==> src/sync_neg_defs.svh <==
// Constants for the target message, negotiation and error handling block.
`ifndef SYNC_NEG_DEFS_SVH
`define SYNC_NEG_DEFS_SVH
`define MSG_EXTENDED 8'h01
`define MSG_EXT_LEN 8'h03
`define MSG_SYNC_CODE 8'h01
`define OFFSET_MAX 4'hf
`define PERIOD_UNIT_NS 4
`define KEY_NONE 4'h0
`define KEY_HW 4'h4
`define KEY_ABORTED 4'hb
`define CODE_NONE 8'h00
`define CODE_MSG_REJECT 8'h43
`define CODE_BUS_HW 8'h44
`define CODE_RESEL_TMO 8'h45
`define CODE_PARITY 8'h47
`define CODE_INIT_DET 8'h48
`endif

==> src/sync_neg_pkg.sv <==
// Types shared by the negotiation and error handling block.
package sync_neg_pkg;
    typedef enum logic [2:0] {
        PH_MSG_OUT, PH_COMMAND, PH_DATA_OUT, PH_DATA_IN, PH_STATUS, PH_MSG_IN, PH_OTHER
    } phase_t;
    typedef enum logic [3:0] {
        SENT_NONE, SENT_CMD_COMPLETE, SENT_DISCONNECT, SENT_IDENTIFY, SENT_LINKED_COMPLETE,
        SENT_REJECT, SENT_RESTORE_PTR, SENT_SAVE_PTR, SENT_STATUS, SENT_SYNC_REPLY
    } sent_t;
    typedef enum logic [2:0] {
        ACT_NONE, ACT_CHECK_COND, ACT_BUS_FREE_ABORT, ACT_BUS_FREE_CLEAN, ACT_FAIL_RECOVERY
    } action_t;
endpackage

==> src/sync_agreement_table.sv <==
// Per-initiator synchronous offset and period store.
`timescale 1ns/1ps
`include "sync_neg_defs.svh"
module sync_agreement_table #(
    parameter int IDS = 8,
    parameter int IDW = 3
) (
    // Clock and reset
    input wire logic clk_sys,
    input wire logic reset,
    // Clear all agreements to asynchronous
    input wire logic clearAll,
    // Write port
    input wire logic wrEn,
    input wire logic [IDW-1:0] wrId,
    input wire logic [3:0] wrOffset,
    input wire logic [7:0] wrPeriod,
    // Read port
    input wire logic [IDW-1:0] rdId,
    output logic [3:0] rdOffset,
    output logic [7:0] rdPeriod
);
    typedef struct packed {
        logic [IDS-1:0][3:0] offs;
        logic [IDS-1:0][7:0] per;
    } tbl_t;
    tbl_t state_ff;
    tbl_t nxt_state;

    always_comb begin
        nxt_state = state_ff;
        if (clearAll) begin
            nxt_state = '0;
        end else if (wrEn) begin
            nxt_state.offs[wrId] = wrOffset;
            nxt_state.per[wrId] = wrPeriod;
        end
    end

    always_ff @(posedge clk_sys or posedge reset) begin
        if (reset) begin
            state_ff <= '0;
        end else begin
            state_ff <= nxt_state;
        end
    end

    assign rdOffset = state_ff.offs[rdId];
    assign rdPeriod = state_ff.per[rdId];
endmodule

==> src/sync_neg_errors.sv <==
// Target synchronous negotiation and bus/message error handling.
// Contract
// - Offset zero async, fifteen maximum outstanding.
// - Period is request-to-acknowledge leading edges.
// - Five-byte extended synchronous request format.
// - Reply offset not larger, period not smaller.
// - Rejected synchronous request means asynchronous.
// - Agreement lasts until reset or renegotiation.
// - Asynchronous default after power, resets.
// - Negotiate only after two-ID selection.
// - Catastrophic abort: bus free, keep sense.
// - Out-phase parity error: check condition 0Bh/47h.
// - Initiator error mid-command: check condition 0Bh/48h.
// - Initiator error after status: bus free.
// - Rejected command complete: bus free, no error.
// - Rejected disconnect: stay connected, retry later.
// - Rejected identify: bus free, abort, 0Bh/43h.
// - Rejected linked complete: bus free, 0Bh/43h.
// - Rejected reject: check condition 0Bh/43h.
// - Rejected restore pointers: error unrecoverable.
// - Rejected save pointer: no more disconnects.
// - Message parity error: bus free abort 0Bh/47h.
// - Reselection timeout: abandon, sense 0Bh/45h.
// - Internal fault: check condition 04h/44h.
`timescale 1ns/1ps
`include "sync_neg_defs.svh"
module sync_neg_errors #(
    parameter int IDW = 3,
    parameter logic [3:0] DRIVE_MAX_OFFSET = `OFFSET_MAX,
    parameter logic [7:0] DRIVE_MIN_PERIOD = 8'h19
) (
    // Clock and reset
    input wire logic clk_sys,
    input wire logic reset,
    // Bus events
    input wire logic busReset,
    input wire logic devResetMsg,
    input wire logic selected,
    input wire logic selBothIds,
    input wire logic [IDW-1:0] selInitId,
    input wire logic attention,
    input wire logic disconnectAllowed,
    // Phase and bytes
    input wire sync_neg_pkg::phase_t phase,
    input wire sync_neg_pkg::sent_t lastSent,
    input wire logic msgByteValid,
    input wire logic [7:0] msgByte,
    // Error events
    input wire logic parityErr,
    input wire logic initDetErrMsg,
    input wire logic msgRejectIn,
    input wire logic msgParityErrMsg,
    input wire logic reselTimeout,
    input wire logic internalFault,
    input wire logic cmdDone,
    // Data transfer with current initiator
    input wire logic [IDW-1:0] xferId,
    // Negotiation reply
    output logic replyValid,
    output logic replyReject,
    output logic [3:0] replyOffset,
    output logic [7:0] replyPeriod,
    // Active agreement for xferId
    output logic [3:0] xferOffset,
    output logic [7:0] xferPeriod,
    output logic xferSync,
    // Command outcome
    output sync_neg_pkg::action_t action,
    output logic actionValid,
    output logic [3:0] senseKey,
    output logic [7:0] senseCode,
    output logic disconnectEnable,
    output logic reconnectBlocked
);
    typedef enum logic [2:0] {
        RX_IDLE, RX_LEN, RX_CODE, RX_PERIOD, RX_OFFSET, RX_SKIP
    } rx_t;

    // Every output is a field here, so each one leaves the block straight from a flip-flop.
    typedef struct packed {
        rx_t rx;
        logic negAllowed;
        logic [IDW-1:0] initId;
        logic [7:0] reqPeriod;
        logic replyValid;
        logic replyReject;
        logic [3:0] replyOffset;
        logic [7:0] replyPeriod;
        logic tblWr;
        sync_neg_pkg::action_t action;
        logic actionValid;
        logic [3:0] senseKey;
        logic [7:0] senseCode;
        logic discEn;
        logic noReconn;
        logic [3:0] xferOffset;
        logic [7:0] xferPeriod;
        logic xferSync;
    } state_t;

    state_t state_ff;
    state_t nxt_state;
    logic [3:0] tblOffset;
    logic [7:0] tblPeriod;
    logic clearAll;
    logic outParity;

    assign clearAll = busReset | devResetMsg;

    assign outParity = parityErr && (phase inside {sync_neg_pkg::PH_MSG_OUT, sync_neg_pkg::PH_COMMAND,
                                                   sync_neg_pkg::PH_DATA_OUT});

    // The table answers from its own flip-flops, so a written agreement shows two cycles later.
    // per-initiator store
    sync_agreement_table #(
        .IDS(1 << IDW),
        .IDW(IDW)
    ) u_table (
        .clk_sys(clk_sys),
        .reset(reset),
        .clearAll(clearAll),
        .wrEn(state_ff.tblWr),
        .wrId(state_ff.initId),
        .wrOffset(state_ff.replyOffset),
        .wrPeriod(state_ff.replyPeriod),
        .rdId(xferId),
        .rdOffset(tblOffset),
        .rdPeriod(tblPeriod)
    );

    always_comb begin
        nxt_state = state_ff;
        nxt_state.replyValid = 1'b0;
        nxt_state.replyReject = 1'b0;
        nxt_state.tblWr = 1'b0;
        nxt_state.actionValid = 1'b0;
        nxt_state.action = sync_neg_pkg::ACT_NONE;
        nxt_state.xferOffset = tblOffset;
        nxt_state.xferPeriod = tblPeriod;
        nxt_state.xferSync = (tblOffset != 4'h0);

        if (selected) begin
            nxt_state.negAllowed = selBothIds;
            nxt_state.initId = selInitId;
            nxt_state.discEn = disconnectAllowed;
            nxt_state.noReconn = 1'b0;
            nxt_state.rx = RX_IDLE;
        end
        // The ban is lifted first, so a rejected save pointer in the same cycle still wins.
        if (cmdDone) begin
            nxt_state.discEn = 1'b1;
        end

        if (msgByteValid && phase == sync_neg_pkg::PH_MSG_OUT) begin
            unique case (state_ff.rx)
                RX_IDLE: begin
                    if (msgByte == `MSG_EXTENDED && attention) begin
                        nxt_state.rx = RX_LEN;
                    end
                end
                RX_LEN: begin
                    if (msgByte == `MSG_EXT_LEN) begin
                        nxt_state.rx = RX_CODE;
                    end else begin
                        // Other extended messages are not ours; one byte is dropped before idling.
                        nxt_state.rx = RX_SKIP;
                    end
                end
                RX_CODE: begin
                    if (msgByte == `MSG_SYNC_CODE) begin
                        nxt_state.rx = RX_PERIOD;
                    end else begin
                        nxt_state.rx = RX_SKIP;
                    end
                end
                RX_PERIOD: begin
                    nxt_state.reqPeriod = msgByte;
                    nxt_state.rx = RX_OFFSET;
                end
                RX_OFFSET: begin
                    nxt_state.rx = RX_IDLE;
                    nxt_state.replyValid = 1'b1;
                    nxt_state.tblWr = 1'b1;
                    if (!state_ff.negAllowed) begin
                        nxt_state.replyReject = 1'b1;
                        nxt_state.replyOffset = 4'h0;
                        nxt_state.replyPeriod = 8'h00;
                    end else if (msgByte[7:4] != 4'h0 || msgByte[3:0] == 4'h0) begin
                        // offset zero answer
                        // A malformed offset byte gets asynchronous transfer rather than a clamp.
                        nxt_state.replyOffset = 4'h0;
                        nxt_state.replyPeriod = 8'h00;
                    end else begin
                        nxt_state.replyOffset = (msgByte[3:0] < DRIVE_MAX_OFFSET) ? msgByte[3:0] : DRIVE_MAX_OFFSET;
                        nxt_state.replyPeriod = (state_ff.reqPeriod > DRIVE_MIN_PERIOD) ?
                            state_ff.reqPeriod : DRIVE_MIN_PERIOD;
                    end
                end
                RX_SKIP: begin
                    nxt_state.rx = RX_IDLE;
                end
                default: begin
                    nxt_state.rx = RX_IDLE;
                end
            endcase
        end

        // Error priority when two coincide: message parity, reselection timeout, message reject, initiator error, out-phase parity, internal fault.
        if (msgParityErrMsg) begin
            nxt_state.actionValid = 1'b1;
            nxt_state.action = sync_neg_pkg::ACT_BUS_FREE_ABORT;
            nxt_state.senseKey = `KEY_ABORTED;
            nxt_state.senseCode = `CODE_PARITY;
            nxt_state.noReconn = 1'b1;
        end else if (reselTimeout) begin
            nxt_state.actionValid = 1'b1;
            nxt_state.action = sync_neg_pkg::ACT_BUS_FREE_ABORT;
            nxt_state.senseKey = `KEY_ABORTED;
            nxt_state.senseCode = `CODE_RESEL_TMO;
            nxt_state.noReconn = 1'b1;
        end else if (msgRejectIn) begin
            nxt_state.actionValid = 1'b1;
            unique case (lastSent)
                sync_neg_pkg::SENT_CMD_COMPLETE: begin
                    nxt_state.action = sync_neg_pkg::ACT_BUS_FREE_CLEAN;
                end
                sync_neg_pkg::SENT_DISCONNECT: begin
                    // stay connected
                    // Nothing is recorded; a later disconnect attempt remains allowed.
                    nxt_state.action = sync_neg_pkg::ACT_NONE;
                end
                sync_neg_pkg::SENT_IDENTIFY, sync_neg_pkg::SENT_LINKED_COMPLETE: begin
                    nxt_state.action = sync_neg_pkg::ACT_BUS_FREE_ABORT;
                    nxt_state.senseKey = `KEY_ABORTED;
                    nxt_state.senseCode = `CODE_MSG_REJECT;
                    nxt_state.noReconn = 1'b1;
                end
                sync_neg_pkg::SENT_REJECT: begin
                    nxt_state.action = sync_neg_pkg::ACT_CHECK_COND;
                    nxt_state.senseKey = `KEY_ABORTED;
                    nxt_state.senseCode = `CODE_MSG_REJECT;
                end
                sync_neg_pkg::SENT_RESTORE_PTR: begin
                    nxt_state.action = sync_neg_pkg::ACT_FAIL_RECOVERY;
                end
                sync_neg_pkg::SENT_SAVE_PTR: begin
                    nxt_state.discEn = 1'b0;
                end
                sync_neg_pkg::SENT_SYNC_REPLY: begin
                    nxt_state.replyOffset = 4'h0;
                    nxt_state.replyPeriod = 8'h00;
                    nxt_state.tblWr = 1'b1;
                end
                default: begin
                    nxt_state.action = sync_neg_pkg::ACT_NONE;
                end
            endcase
        end else if (initDetErrMsg) begin
            nxt_state.actionValid = 1'b1;
            nxt_state.senseKey = `KEY_ABORTED;
            nxt_state.senseCode = `CODE_INIT_DET;
            if (lastSent == sync_neg_pkg::SENT_STATUS || lastSent == sync_neg_pkg::SENT_CMD_COMPLETE) begin
                nxt_state.action = sync_neg_pkg::ACT_BUS_FREE_CLEAN;
            end else begin
                nxt_state.action = sync_neg_pkg::ACT_CHECK_COND;
            end
        end else if (outParity) begin
            nxt_state.actionValid = 1'b1;
            nxt_state.action = sync_neg_pkg::ACT_CHECK_COND;
            nxt_state.senseKey = `KEY_ABORTED;
            nxt_state.senseCode = `CODE_PARITY;
        end else if (internalFault) begin
            nxt_state.actionValid = 1'b1;
            nxt_state.action = sync_neg_pkg::ACT_CHECK_COND;
            nxt_state.senseKey = `KEY_HW;
            nxt_state.senseCode = `CODE_BUS_HW;
        end

        if (nxt_state.action == sync_neg_pkg::ACT_BUS_FREE_ABORT ||
            nxt_state.action == sync_neg_pkg::ACT_BUS_FREE_CLEAN) begin
            // A new selection is needed before the next negotiation.
            nxt_state.rx = RX_IDLE;
            nxt_state.negAllowed = 1'b0;
            nxt_state.reqPeriod = 8'h00;
            nxt_state.discEn = 1'b1;
        end

        if (clearAll) begin
            nxt_state = '0;
            nxt_state.discEn = 1'b1;
        end
    end

    always_ff @(posedge clk_sys or posedge reset) begin
        if (reset) begin
            state_ff <= '0;
            // Disconnect stays allowed until an initiator says otherwise.
            state_ff.discEn <= 1'b1;
        end else begin
            state_ff <= nxt_state;
        end
    end

    assign replyValid = state_ff.replyValid;
    assign replyReject = state_ff.replyReject;
    assign replyOffset = state_ff.replyOffset;
    assign replyPeriod = state_ff.replyPeriod;
    assign xferOffset = state_ff.xferOffset;
    assign xferPeriod = state_ff.xferPeriod;
    assign xferSync = state_ff.xferSync;
    assign action = state_ff.action;
    assign actionValid = state_ff.actionValid;
    assign senseKey = state_ff.senseKey;
    assign senseCode = state_ff.senseCode;
    assign disconnectEnable = state_ff.discEn;
    assign reconnectBlocked = state_ff.noReconn;
endmodule

==> config.mk <==
export PLATFORM = sky130hd
export DESIGN_NAME = sync_neg_errors
export DESIGN_NICKNAME = d
export VERILOG_FILES = /design/src/sync_neg_pkg.sv /design/src/sync_agreement_table.sv /design/src/sync_neg_errors.sv
export VERILOG_INCLUDE_DIRS = /design/src /design/src/src
export SDC_FILE = /design/constraint.sdc
export NUM_CORES = 1
export LEC_CHECK = 0
export BUFFER_PORTS_ARGS = -buffer_cell sky130_fd_sc_hd__buf_2
export CAP_MARGIN = 20
export CORE_MARGIN = 4
export CORE_UTILIZATION = 55
export DETAILED_ROUTE_END_ITERATION = 12
export HOLD_SLACK_MARGIN = 0.08
export PLACE_DENSITY = 0.76
export SKIP_CTS_REPAIR_TIMING = 1
export SYNTH_ARGS = -nofsm -noshare
export SYNTH_HDL_FRONTEND = slang
export SYNTH_SLANG_ARGS = --single-unit
==> constraint.sdc <==
create_clock -name clk_sys -period 10.1 [get_ports clk_sys]
set_input_delay 1.01 -clock clk_sys [delete_from_list [all_inputs] [get_ports clk_sys]]
set_output_delay 1.01 -clock clk_sys [all_outputs]
set_load 0.005 [all_outputs]
==> impl_table.tex, run 1 <==
\begin{tabular}{lr}
\hline
Metric & Value \\
\hline
\multicolumn{2}{l}{\textbf{Floorplanning}} \\
\quad Chip height & about 120 um \\
\quad Die Outline Area & between 15000 and 20000 um2 \\
\quad Number of placed I/O pins & 82 \\
\quad Die Width & 123 um \\
\quad \# rows & between 40 and 50 \\
\quad Core box area & around 13000 um2 \\
\quad Initial core utilization & 0.572 \\
\multicolumn{2}{l}{\textbf{Clock network}} \\
\quad TritonCTS clock tree & built \\
\quad Maximum number of buffers from clock root to sink & 2 \\
\quad Clock tree root driver cell & clkbuf\_16 \\
\quad Sinks on the clock net & 152 \\
\quad Number of clock buffers inserted by TritonCTS & 17 \\
\quad CTS H-Tree Depth & 4 \\
\quad Clock transition at path regs & approximately 60 ps \\
\quad Clk\_lat worst skew & roughly 430 ps \\
\multicolumn{2}{l}{\textbf{Synthesis}} \\
\quad Yosys Warn Count & 0 \\
\quad Part of the Yosys area used for sequential elements & 0.519 \\
\quad Cell variety after synth & 50 \\
\quad Post-synthesis sequential element count & approximately 150 \\
\quad Gate Count Post-Synth & between 700 and 800 \\
\quad Synthesized area per cell & 9.56 um2 \\
\quad Most used flip-flop cell after synthesis & dfrtp\_1 \\
\quad Area of the mapped netlist & 7340 um2 \\
\quad Post-synth ARST share & 1.00 \\
\quad Number of flops mapped to enable cells by yosys & 0 \\
\multicolumn{2}{l}{\textbf{Detailed routing}} \\
\quad DRT Pass-1 Iters & 8 \\
\quad Number of design rule violations left after detail routing & 0 \\
\quad Number of nets still failing antenna checks after routing & 0 \\
\quad Final wirelength & $\sim$18000 um \\
\quad Drt initial violations & 573 \\
\quad Average wire per standard cell & 18.9 um \\
\quad Avg Vias per Cell & approximately 6 \\
\quad Routed via count & about 5700 \\
\multicolumn{2}{l}{\textbf{Placement}} \\
\quad Final weighted congestion in routability-driven placement & approximately 0.90 \\
\quad Instance area at placement & between 7000 and 8000 um2 \\
\quad Cell total after placement & between 900 and 1000 \\
\quad Port bufs & between 70 and 80 \\
\quad Dpl hpwl & roughly 12000 um \\
\multicolumn{2}{l}{\textbf{Final layout}} \\
\quad Signed area change from the synthesized netlist to the final layout & 10.7\% \\
\quad Final-stage net count & 810 \\
\quad Proportion of layout cells with a drive suffix above 1 & 0.189 \\
\quad Diodes inserted & 0 \\
\quad Final standard cell area without fillers & 8120 um2 \\
\quad Final cell count without fillers & around 960 \\
\multicolumn{2}{l}{\textbf{Critical path}} \\
\quad Maximum fanout count along the critical path & 14 \\
\quad Cell-by-cell listing of the critical path & buf\_2 > or4b\_1 > or4b\_4 > nor3b\_2 > a32o\_2 \\
\quad Cell family with most CP delay & simple AND/OR/NAND/NOR gates \\
\quad Critical path start-end classification & in -> reg \\
\quad Worst reg2reg setup slack & around 8100 ps \\
\quad Crit-path max cell delay & just under 700 ps \\
\quad Worst path bufs/invs & 1 \\
\quad Worst R2R Path Depth & 4 \\
\quad Required arrival time at the worst endpoint & 10470 ps \\
\quad Launch instance of the worst register-to-register path & state\_ff[56] \\
\quad Arrival time of the worst setup path & 2910 ps \\
\quad Logic depth of the worst setup path including buffers & 5 \\
\quad Kind of launch point of the worst setup path & input port \\
\quad Crit path capture & replyPeriod[2] \\
\quad Launching element of the worst setup path & phase[1] \\
\quad Slowest-stage cell, CP & or4b\_1 \\
\quad Critical Path Sink Type & register \\
\quad R2R Path End & u\_table.state\_ff[31] \\
\multicolumn{2}{l}{\textbf{Timing}} \\
\quad Post-route clock period utilization & 0.252 \\
\quad Fin crit period & between 2000 and 3000 ps \\
\quad Remaining max-slew budget at the tightest pin & 0.262 \\
\quad Post-route clock skew & $\sim$5.1 ps \\
\quad Highest attainable clock frequency & 392 MHz \\
\quad Unrepaired setup endpoints after global routing & false \\
\quad Setup total negative slack & 0 ps \\
\quad Fin. max-slew vios & 0 \\
\quad Final-report hold violation count & 0 \\
\quad Setup-violating endpoint count in the final report & 0 \\
\quad Worst-margin pin slew & roughly 1100 ps \\
\multicolumn{2}{l}{\textbf{Flow run}} \\
\quad Count of max-cap constraint violations & 0 \\
\multicolumn{2}{l}{\textbf{Power and ir drop}} \\
\quad Max IR drop VDD & 121 uV \\
\quad Static Leakage & between 3 and 4 nW \\
\quad Power per Cell Area & between 150 and 200 nW/um2 \\
\multicolumn{2}{l}{\textbf{Min path}} \\
\quad Cell depth of the worst hold path & 1 \\
\quad Worst Hold Class & reg -> reg \\
\multicolumn{2}{l}{\textbf{Global routing}} \\
\quad Global-route usage over all layers & 0.254 \\
\quad Vias in the first global route & approximately 5600 \\
\quad Initial antenna violation count & 0 \\
\quad GRT Residual Overflow & 0 \\
\quad Maximum number of pins on one net before global-route repair & 97 \\
\quad Wire length of the first global-routing pass & about 29000 um \\
\multicolumn{2}{l}{\textbf{Status}} \\
\quad Outcome & finished, final reports clean \\
\hline
\end{tabular}
-- area by class of cell --
type / instances / area, um2
clock buffer: 23 / 468
clock inverter: 8 / 145
fill: 1037 / 4710
inverter: 5 / 23.8
multi-input combinational: 513 / 3000
sequential: 152 / 3800
tap: 172 / 215
timing repair buffer: 84 / 459
-- Yosys cell counts (all sizes together), types with 7 or more instances --
library cell    n  area [um2]
a21oi         114         571
buf            47         335
clkbuf         52         195
dfrtp         151        3780
mux2i          25         250
mux4           24         541
nand2         214         803
nand2b          7        43.8
nand3          16        80.1
nand4           7        43.8
nor2           40         150
-- metal layers --
metal | part of all wire | vias up | track usage
li1 | - | 2577 | -
met1 | 0.40 | 2820 | 0.328
met2 | 0.50 | 277 | 0.413
met3 | 0.077 | 40 | 0.0586
met4 | 0.026 | 0 | 0.109
met5 | 0 | - | 0
-- how the worst min path moves through the flow --
stage / to / startpoint
floorplan: replyReject / state_ff[57]
global placement: senseCode[6] / senseCode[6]
detailed placement: senseKey[2] / senseKey[2]
CTS: senseKey[2] / senseKey[2]
global route: senseKey[2] / senseKey[2]
finish: senseKey[2] / senseKey[2]
-- worst reg2reg max path, cell delays in order (launching register included) --
cell and delay [ps]:
dfrtp_1 500, nand2b_1 220, nor2_1 840, nand2_1 160, a21oi_1 160
-- registers in the layout (all words and copies together), names as in the netlist, 2 cells and up --
name / flops
u_table.state_ff: 96
replyOffset: 4
state_ff: 16
action: 3
xferOffset: 4
xferPeriod: 8
senseCode: 5
senseKey: 2
replyPeriod: 8
-- report_power, final --
part / switching, W / leakage [nW] / total (W) / internal, W
combinational: 0.0000421 / 1.04 / 0.0000615 / 0.0000194
clock: 0.000240 / 0.293 / 0.000665 / 0.000424
sequential: 0.00000223 / 2.11 / 0.000614 / 0.000612
-- placed cells by master (no fill, tap or decap), drive strengths merged, types with 3 or more instances in the layout --
| master | n |
|---|---|
| o211ai | 5 |
| nor3 | 6 |
| bufinv | 4 |
| nor4 | 3 |
| dfrtp | 151 |
| mux4 | 24 |
| nor2b | 5 |
| and3 | 3 |
| nand3 | 16 |
| a32o | 6 |
| buf | 84 |
| conb | 3 |
| and2 | 3 |
| inv | 5 |
| nand2 | 214 |
| a31oi | 4 |
| nor2 | 40 |
| a21oi | 114 |
| nand4 | 7 |
| clkbuf | 23 |
| nand2b | 7 |
| mux2i | 25 |
-- kinds of logic after synthesis --
logic type / share of synthesized area
buf+inv: 0.0749
simple gates: 0.185
compound gates: 0.111
flops: 0.519
other cells: 0.000511
mux: 0.109
-- per-stage QoR --
step / total power [W] / setup slack [ps] / hold WS, ps / utilization
after floorplan: 0.000666 / 5000 / 426 / -
after global placement: 0.000683 / 7170 / 472 / 0.582
after detailed placement: 0.000685 / 7120 / 480 / 0.582
after CTS: 0.00135 / 7570 / 495 / 0.630
after global routing: 0.00138 / 7500 / 523 / 0.633
final: 0.00134 / 7550 / 492 / 0.633
No activity file was read; power rests on OpenSTA's default activity.
==> run 2, diff against run 1 <==
==> constraint.sdc (replaced) <==
create_clock -name clk_sys -period 2.7 [get_ports clk_sys]
set_input_delay 0.27 -clock clk_sys [delete_from_list [all_inputs] [get_ports clk_sys]]
set_output_delay 0.27 -clock clk_sys [all_outputs]
set_load 0.005 [all_outputs]
==> run 2 against run 1 <==
Compared with the run above: combinational power increased to 3.8 times the previous value; critical path depth unchanged; clock skew increased by 5.1 ps; first-iteration DRC count increased by 20%; count of clock-buffer cells in the layout decreased by 4; cell count increased by 1.6%; via count increased by 1.4%; clock power increased to 3.5 times the previous value; worst hold slack got worse by 400 ps; flip-flop and latch count unchanged; largest power group unchanged; highest routed layer unchanged.
==> impl_table.tex, run 2 (synthesized netlist as in run 1, its figures left out) <==
\begin{tabular}{lr}
\hline
Metric & Value \\
\hline
\multicolumn{2}{l}{\textbf{Critical path}} \\
\quad Critical path start-end classification & in -> reg (unchanged) \\
\quad Cell-by-cell listing of the critical path & buf\_2 > or4b\_1 > or4b\_4 > nor3b\_2 > a32o\_2 (unchanged) \\
\quad Kind of launch point of the worst setup path & input port (unchanged) \\
\quad Slowest-stage cell, CP & or4b\_1 (unchanged) \\
\quad Crit-path max cell delay & 690 ps (about the same) \\
\quad Arrival time of the worst setup path & 2180 ps (was 2910 ps) \\
\quad Required arrival time at the worst endpoint & 3060 ps (was 10470 ps) \\
\quad R2R Path End & u\_table.state\_ff[47] (was u\_table.state\_ff[31]) \\
\quad Worst reg2reg setup slack & 880 ps (was 8140 ps) \\
\quad Maximum fanout count along the critical path & 14 (unchanged) \\
\quad Launch instance of the worst register-to-register path & state\_ff[55] (was state\_ff[56]) \\
\quad Critical Path Sink Type & register (unchanged) \\
\quad Worst R2R Path Depth & 4 (unchanged) \\
\multicolumn{2}{l}{\textbf{Detailed routing}} \\
\quad DRT Pass-1 Iters & 5 (was 8) \\
\quad Routed via count & 5796 (was 5714) \\
\quad Final wirelength & 18100 um (about the same) \\
\quad Number of design rule violations left after detail routing & 0 (unchanged) \\
\quad Number of nets still failing antenna checks after routing & 0 (unchanged) \\
\quad Average wire per standard cell & 18.6 um (was 18.9 um) \\
\quad Avg Vias per Cell & 5.96 (was 5.97) \\
\quad Drt initial violations & 686 (was 573) \\
\multicolumn{2}{l}{\textbf{Placement}} \\
\quad Final weighted congestion in routability-driven placement & 0.887 (was 0.896) \\
\quad Dpl hpwl & 12000 um (was 11600 um) \\
\quad Port bufs & 78 (unchanged) \\
\multicolumn{2}{l}{\textbf{Floorplanning}} \\
\quad Die Width & 123 um (unchanged) \\
\quad Chip height & 123 um (unchanged) \\
\quad Initial core utilization & 0.572 (unchanged) \\
\quad Number of placed I/O pins & 82 (unchanged) \\
\quad Die Outline Area & 15200 um2 (unchanged) \\
\quad \# rows & 41 (unchanged) \\
\quad Core box area & 12800 um2 (unchanged) \\
\multicolumn{2}{l}{\textbf{Final layout}} \\
\quad Largest registers ranked by flip-flop count & u\_table.state\_ff x96, state\_ff x16 (unchanged) \\
\quad Signed area change from the synthesized netlist to the final layout & 11.6\% (was 10.7\%) \\
\quad Commonest cells after routing, fill and taps aside & nand2\_1 (214), dfrtp\_1 (151), a21oi\_1 (114) (unchanged) \\
\quad Post-Route Utilization & 0.638 (was 0.633) \\
\quad Max FFs per register & 96 (unchanged) \\
\quad Most common cell after layout, fill and taps aside & nand2\_1 (unchanged) \\
\quad Top reg by flops & u\_table.state\_ff (unchanged) \\
\quad Final-stage net count & 824 (was 810) \\
\quad Proportion of layout cells with a drive suffix above 1 & 0.205 (was 0.189) \\
\quad Diodes inserted & 0 (unchanged) \\
\multicolumn{2}{l}{\textbf{Clock network}} \\
\quad Number of clock buffers inserted by TritonCTS & 17 (unchanged) \\
\quad CTS H-Tree Depth & 4 (unchanged) \\
\quad Maximum number of buffers from clock root to sink & 2 (unchanged) \\
\quad Clock transition at path regs & 60 ps (about the same) \\
\quad Clock tree root driver cell & clkbuf\_16 (unchanged) \\
\quad TritonCTS clock tree & built (unchanged) \\
\quad Clk\_lat worst skew & 420 ps (was 430 ps) \\
\quad Sinks on the clock net & 152 (unchanged) \\
\multicolumn{2}{l}{\textbf{Min path}} \\
\quad Hold endpoint & disconnectEnable (was senseKey[2]) \\
\quad Worst Hold Class & in -> reg (was reg -> reg) \\
\quad Critical hold path startpoint & cmdDone (was senseKey[2]) \\
\quad Cell depth of the worst hold path & 3 (was 1) \\
\multicolumn{2}{l}{\textbf{Timing}} \\
\quad Worst-margin pin slew & 694 ps (was 1100 ps) \\
\quad Post-route clock skew & 10.3 ps (was 5.14 ps) \\
\quad Highest attainable clock frequency & between 500 and 600 MHz \\
\quad Fin crit period & around 1800 ps \\
\quad Final-report hold violation count & 0 (unchanged) \\
\quad Unrepaired setup endpoints after global routing & false (unchanged) \\
\quad Remaining max-slew budget at the tightest pin & 0.536 (was 0.262) \\
\quad Fin. max-slew vios & 0 (unchanged) \\
\quad Setup total negative slack & 0 ps (unchanged) \\
\quad Post-route clock period utilization & 0.675 \\
\quad Setup-violating endpoint count in the final report & 0 (unchanged) \\
\multicolumn{2}{l}{\textbf{Global routing}} \\
\quad Maximum number of pins on one net before global-route repair & 56 (was 97) \\
\quad Global-route usage over all layers & 0.254 (about the same) \\
\quad Vias in the first global route & 5643 (was 5620) \\
\quad GRT Residual Overflow & 0 (unchanged) \\
\quad Initial antenna violation count & 0 (unchanged) \\
\quad Wire length of the first global-routing pass & 29500 um (was 29200 um) \\
\multicolumn{2}{l}{\textbf{Power and ir drop}} \\
\quad Static Leakage & 3.49 nW (was 3.45 nW) \\
\quad Max IR drop VDD & 400 uV (was 121 uV) \\
\quad PnR Total Power & 0.00490 W (was 0.00134 W) \\
\quad Power per Cell Area & 598 nW/um2 (was 165 nW/um2) \\
\multicolumn{2}{l}{\textbf{Flow run}} \\
\quad Count of max-cap constraint violations & 0 (unchanged) \\
\multicolumn{2}{l}{\textbf{Status}} \\
\quad Outcome & finished, final reports clean (unchanged) \\
\hline
\end{tabular}
[run 2: cell types whose count changed in the layout (fill, tap and decap cells not counted)]
| cell | change |
|---|---|
| clkbuf_1 | -4 |
| dlygate4sd3_1 | +1 |
| inv_6 | +2 |
| nor3_1 | +2 |
| nor3_2 | -2 |
| buf_4 | +14 |
| buf_16 | -1 |
| buf_6 | -1 |
| clkinvlp_4 | +4 |
| bufinv_16 | -2 |
| buf_12 | +1 |
| clkinv_4 | +1 |
[run 2: power by group]
part           switching [W]  internal, W
logic               0.000159    0.0000774
registers         0.00000864      0.00229
clock network       0.000949      0.00142
[run 2: area by class of cell]
| class | instances | area (um2) |
|---|---|---|
| Clock buffer | 19 | 453 |
| Clock inverter | 13 | 143 |
| Fill cell | 1077 | 4640 |
| Inverter | 5 | 22.5 |
| Multi-Input combinational cell | 513 | 2990 |
| Sequential cell | 152 | 3800 |
| Tap cell | 172 | 215 |
| Timing Repair Buffer | 98 | 556 |
[run 2: per-layer routing]
metal	global-route usage	wire [um]	share of wire	up-vias
met5	0	0	0	-
met2	0.407	9060	0.50	313
met4	0.0913	311	0.017	0
met3	0.0558	1530	0.085	35
met1	0.344	7210	0.40	2845
li1	-	-	-	2603
[run 2: worst max path at each step]
stage | to | cells past startpoint | startpoint
final | replyPeriod[1] | 5 | phase[1]
after global routing | replyPeriod[2] | 5 | phase[1]
after CTS | replyPeriod[2] | 5 | phase[1]
after detailed placement | replyPeriod[2] | 5 | phase[1]
after global placement | replyPeriod[2] | 5 | phase[1]
after floorplan | actionValid | 1 | reset
[run 2: worst max-delay path: cells and delay by family]
family | cells | cell delay, ps
and+or+nand+nor | 3 | 1610
buffers and inverters | 1 | 110
AOI/OAI and AO/OA | 1 | 190
[run 2: stage by stage]
stage               area [um2]  hold WS [ps]  worst slack (ps)  cells
global route              8190          94.6               807    972
detailed placement        7580           355               450    939
CTS                       8180         -93.0               896    971
finish                    8190          90.0               879    972
global placement          7580           356               508    939
floorplan                 7350           342               514    769
==> run 3, diff against run 2 <==
--- a/config.mk
+++ b/config.mk
@@ -6,10 +6,11 @@
 export SDC_FILE = /design/constraint.sdc
 export NUM_CORES = 1
 export LEC_CHECK = 0
+export ABC_AREA = 1
 export BUFFER_PORTS_ARGS = -buffer_cell sky130_fd_sc_hd__buf_2
 export CAP_MARGIN = 20
 export CORE_MARGIN = 4
-export CORE_UTILIZATION = 55
+export CORE_UTILIZATION = 53
 export DETAILED_ROUTE_END_ITERATION = 12
 export HOLD_SLACK_MARGIN = 0.08
 export PLACE_DENSITY = 0.76
==> constraint.sdc (replaced) <==
create_clock -name clk_sys -period 1.63 [get_ports clk_sys]
set_input_delay 0.163 -clock clk_sys [delete_from_list [all_inputs] [get_ports clk_sys]]
set_output_delay 0.163 -clock clk_sys [all_outputs]
set_load 0.005 [all_outputs]
==> run 3 against run 2 <==
Compared with the run above: cell count grew 12%; register-to-register slack lost 750 ps; final area grew 3.2%; setup slack lost 750 ps; flip-flop and latch count is the same; count of clock-buffer cells in the layout shrank 2; die area grew 2.9%; clock power grew 83%; largest power group unchanged.
==> impl_table.tex, run 3 <==
\begin{tabular}{lr}
\hline
Metric & Value \\
\hline
\multicolumn{2}{l}{\textbf{Status}} \\
\quad Outcome & finished, final reports clean (unchanged) \\
\multicolumn{2}{l}{\textbf{Timing}} \\
\quad Worst hold margin & 52.3 ps (was 90.0 ps) \\
\quad Post-route clock period utilization & 0.919 \\
\quad Fin crit period & between 1000 and 1500 ps \\
\quad Unrepaired setup endpoints after global routing & false (unchanged) \\
\quad Worst-margin pin slew & 584 ps (was 694 ps) \\
\quad Fin. max-slew vios & 0 (unchanged) \\
\quad Final-report hold violation count & 0 (unchanged) \\
\quad Remaining max-slew budget at the tightest pin & 0.610 (was 0.536) \\
\quad Highest attainable clock frequency & $\sim$670 MHz \\
\quad Setup WS post-layout & 133 ps (was 879 ps) \\
\quad Post-route clock skew & 9.22 ps (was 10.3 ps) \\
\quad Setup-violating endpoint count in the final report & 0 (unchanged) \\
\multicolumn{2}{l}{\textbf{Final layout}} \\
\quad Largest registers ranked by flip-flop count & u\_table.state\_ff x96, state\_ff x16 (unchanged) \\
\quad Top reg by flops & u\_table.state\_ff (unchanged) \\
\quad Diodes inserted & 0 (unchanged) \\
\quad Most common cell after layout, fill and taps aside & dfrtp\_1 (was nand2\_1) \\
\quad Signed area change from the synthesized netlist to the final layout & 15.8\% (was 11.6\%) \\
\quad Proportion of layout cells with a drive suffix above 1 & 0.171 (was 0.205) \\
\quad Max FFs per register & 96 (unchanged) \\
\quad Area taken by flip-flops and latches & 3800 um2 (unchanged) \\
\quad Post-Route Utilization & 0.633 (was 0.638) \\
\quad Number of filler instances in the final layout & 1133 (was 1077) \\
\quad Commonest cells after routing, fill and taps aside & dfrtp\_1 (151), nand2\_1 (138), inv\_1 (94) (was nand2\_1 (214), dfrtp\_1 (151), a21oi\_1 (114)) \\
\quad Multi-input logic area & 2580 um2 (was 2990 um2) \\
\quad Final-stage net count & 933 (was 824) \\
\multicolumn{2}{l}{\textbf{Global routing}} \\
\quad Maximum number of pins on one net before global-route repair & 103 (was 56) \\
\quad Initial antenna violation count & 0 (unchanged) \\
\quad Wire length of the first global-routing pass & 29200 um (was 29500 um) \\
\quad Global-route usage over all layers & 0.229 (was 0.254) \\
\quad Vias in the first global route & 5854 (was 5643) \\
\quad GRT Residual Overflow & 0 (unchanged) \\
\multicolumn{2}{l}{\textbf{Synthesis}} \\
\quad Yosys Warn Count & 0 (unchanged) \\
\quad Cell variety after synth & 33 (was 50) \\
\quad Part of the Yosys area used for sequential elements & 0.522 (was 0.519) \\
\quad Area leader, netlist & dfrtp\_1 (unchanged) \\
\quad Number of flops mapped to enable cells by yosys & 0 (unchanged) \\
\quad Top cell type's share of synthesized area & 0.518 (was 0.515) \\
\quad Post-synth ARST share & 1.00 (unchanged) \\
\quad Post-synthesis sequential element count & 152 (unchanged) \\
\quad Most used flip-flop cell after synthesis & dfrtp\_1 (unchanged) \\
\quad Area of the mapped netlist & 7290 um2 (was 7340 um2) \\
\quad Top post-synthesis cells by area & dfrtp\_1 (52\%), nand2\_1 (7.1\%), nand3\_1 (6.1\%) (was dfrtp\_1 (52\%), nand2\_1 (11\%), a21oi\_1 (7.8\%)) \\
\quad Most frequent cell after synthesis & dfrtp\_1 (was nand2\_1) \\
\quad Synthesized area per cell & 8.66 um2 (was 9.56 um2) \\
\quad Gate Count Post-Synth & 842 (was 767) \\
\quad Leading cell types by count after synthesis & dfrtp\_1 (151), nand2\_1 (138), inv\_1 (95), nand3\_1 (89), o21ai\_0 (65) (was nand2\_1 (214), dfrtp\_1 (151), a21oi\_1 (114), clkbuf\_1 (52), nor2\_1 (40)) \\
\multicolumn{2}{l}{\textbf{Floorplanning}} \\
\quad Die Width & 125 um (was 123 um) \\
\quad \# rows & 42 (was 41) \\
\quad Initial core utilization & 0.546 (was 0.572) \\
\quad Chip height & 125 um (was 123 um) \\
\quad Core box area & 13300 um2 (was 12800 um2) \\
\quad Number of placed I/O pins & 82 (unchanged) \\
\quad Die Outline Area & 15700 um2 (was 15200 um2) \\
\multicolumn{2}{l}{\textbf{Placement}} \\
\quad Port bufs & 78 (unchanged) \\
\quad Dpl hpwl & 11800 um (was 12000 um) \\
\quad Final weighted congestion in routability-driven placement & 0.944 (was 0.887) \\
\quad Pre-CTS WS & 193 ps (was 450 ps) \\
\multicolumn{2}{l}{\textbf{Clock network}} \\
\quad Clk\_lat worst skew & 430 ps (was 420 ps) \\
\quad Number of clock buffers inserted by TritonCTS & 17 (unchanged) \\
\quad Sinks on the clock net & 152 (unchanged) \\
\quad TritonCTS clock tree & built (unchanged) \\
\quad CTS H-Tree Depth & 4 (unchanged) \\
\quad Maximum number of buffers from clock root to sink & 2 (unchanged) \\
\quad Clock transition at path regs & 70 ps (was 60 ps) \\
\quad Clock tree root driver cell & clkbuf\_16 (unchanged) \\
\multicolumn{2}{l}{\textbf{Power and ir drop}} \\
\quad Max IR drop VDD & 706 uV (was 400 uV) \\
\quad Power per Cell Area & 1040 nW/um2 (was 598 nW/um2) \\
\quad Static Leakage & 3.86 nW (was 3.49 nW) \\
\multicolumn{2}{l}{\textbf{Detailed routing}} \\
\quad Avg Vias per Cell & 5.69 (was 5.96) \\
\quad Number of design rule violations left after detail routing & 0 (unchanged) \\
\quad Drt initial violations & 617 (was 686) \\
\quad DRT Pass-1 Iters & 5 (unchanged) \\
\quad Final wirelength & 17800 um (was 18100 um) \\
\quad Routed via count & 6176 (was 5796) \\
\quad Average wire per standard cell & 16.4 um (was 18.6 um) \\
\quad Number of nets still failing antenna checks after routing & 0 (unchanged) \\
\multicolumn{2}{l}{\textbf{Min path}} \\
\quad Worst Hold Class & in -> reg (unchanged) \\
\multicolumn{2}{l}{\textbf{Critical path}} \\
\quad Critical path start-end classification & reg -> reg (was in -> reg) \\
\quad Arrival time of the worst setup path & 1770 ps (was 2180 ps) \\
\quad Maximum fanout count along the critical path & 12 (was 14) \\
\quad Required arrival time at the worst endpoint & 1900 ps (was 3060 ps) \\
\quad Critical Path Sink Type & register (unchanged) \\
\quad Kind of launch point of the worst setup path & register (was input port) \\
\multicolumn{2}{l}{\textbf{Flow run}} \\
\quad Count of max-cap constraint violations & 0 (unchanged) \\
\hline
\end{tabular}
run 3: worst paths after layout:
check                        startpoint                    to  slack (ps)  cells after the start
setup / recovery           state_ff[55]  u_table.state_ff[69]         130                      4
hold / removal                  cmdDone      disconnectEnable          50                      5
setup reg to reg           state_ff[55]  u_table.state_ff[69]         130                      4
hold reg to reg            senseCode[2]          senseCode[2]         500                      2
max in group asynchronous         reset  u_table.state_ff[76]         730                      4
min in group asynchronous         reset          state_ff[53]         370                      4
run 3: layout make-up:
type,count,share of cell area
Tap cell,176,0.0261
Timing Repair Buffer,119,0.0957
Sequential cell,152,0.451
Clock inverter,15,0.0268
Clock buffer,17,0.0504
Inverter,99,0.0445
Multi-Input combinational cell,507,0.306
run 3: metal layers:
| metal | part of all wire | global-route usage | vias to the layer above |
|---|---|---|---|
| li1 | - | - | 2939 |
| met1 | 0.44 | 0.311 | 2949 |
| met2 | 0.48 | 0.367 | 266 |
| met3 | 0.067 | 0.0546 | 22 |
| met4 | 0.015 | 0.0733 | 0 |
| met5 | 0 | 0 | - |
run 3: kinds of logic after synthesis:
group	Yosys count	synth area share
compound gates	206	0.163
buf+inv	185	0.126
flops	152	0.522
mux	1	0.00137
other cells	1	0.000514
simple gates	297	0.188
run 3: stage by stage:
step,total power [W],TNS (ps),cell area (um2),std cells
3_5_place_dp,0.00447,0,7600,1034
3_3_place_gp,0.00446,0,7600,1034
5_1_grt,0.00904,0,8440,1085
4_1_cts,0.00877,0,8250,1066
6_report,0.00877,0,8440,1085
2_1_floorplan,0.00430,-67820,7300,844
run 3: worst max-delay path: stages, from the launching register on:
cell	delay, ps
dfrtp_1	420
inv_1	140
nand4_1	140
nand2_1	470
o22ai_1	150
run 3: report_power, final:
| part | total, W | leakage (nW) | internal, W | switching, W |
|---|---|---|---|---|
| Clock | 0.00432 | 0.309 | 0.00272 | 0.00160 |
| Sequential | 0.00382 | 2.11 | 0.00380 | 0.0000141 |
| Combinational | 0.000626 | 1.44 | 0.000216 | 0.000410 |
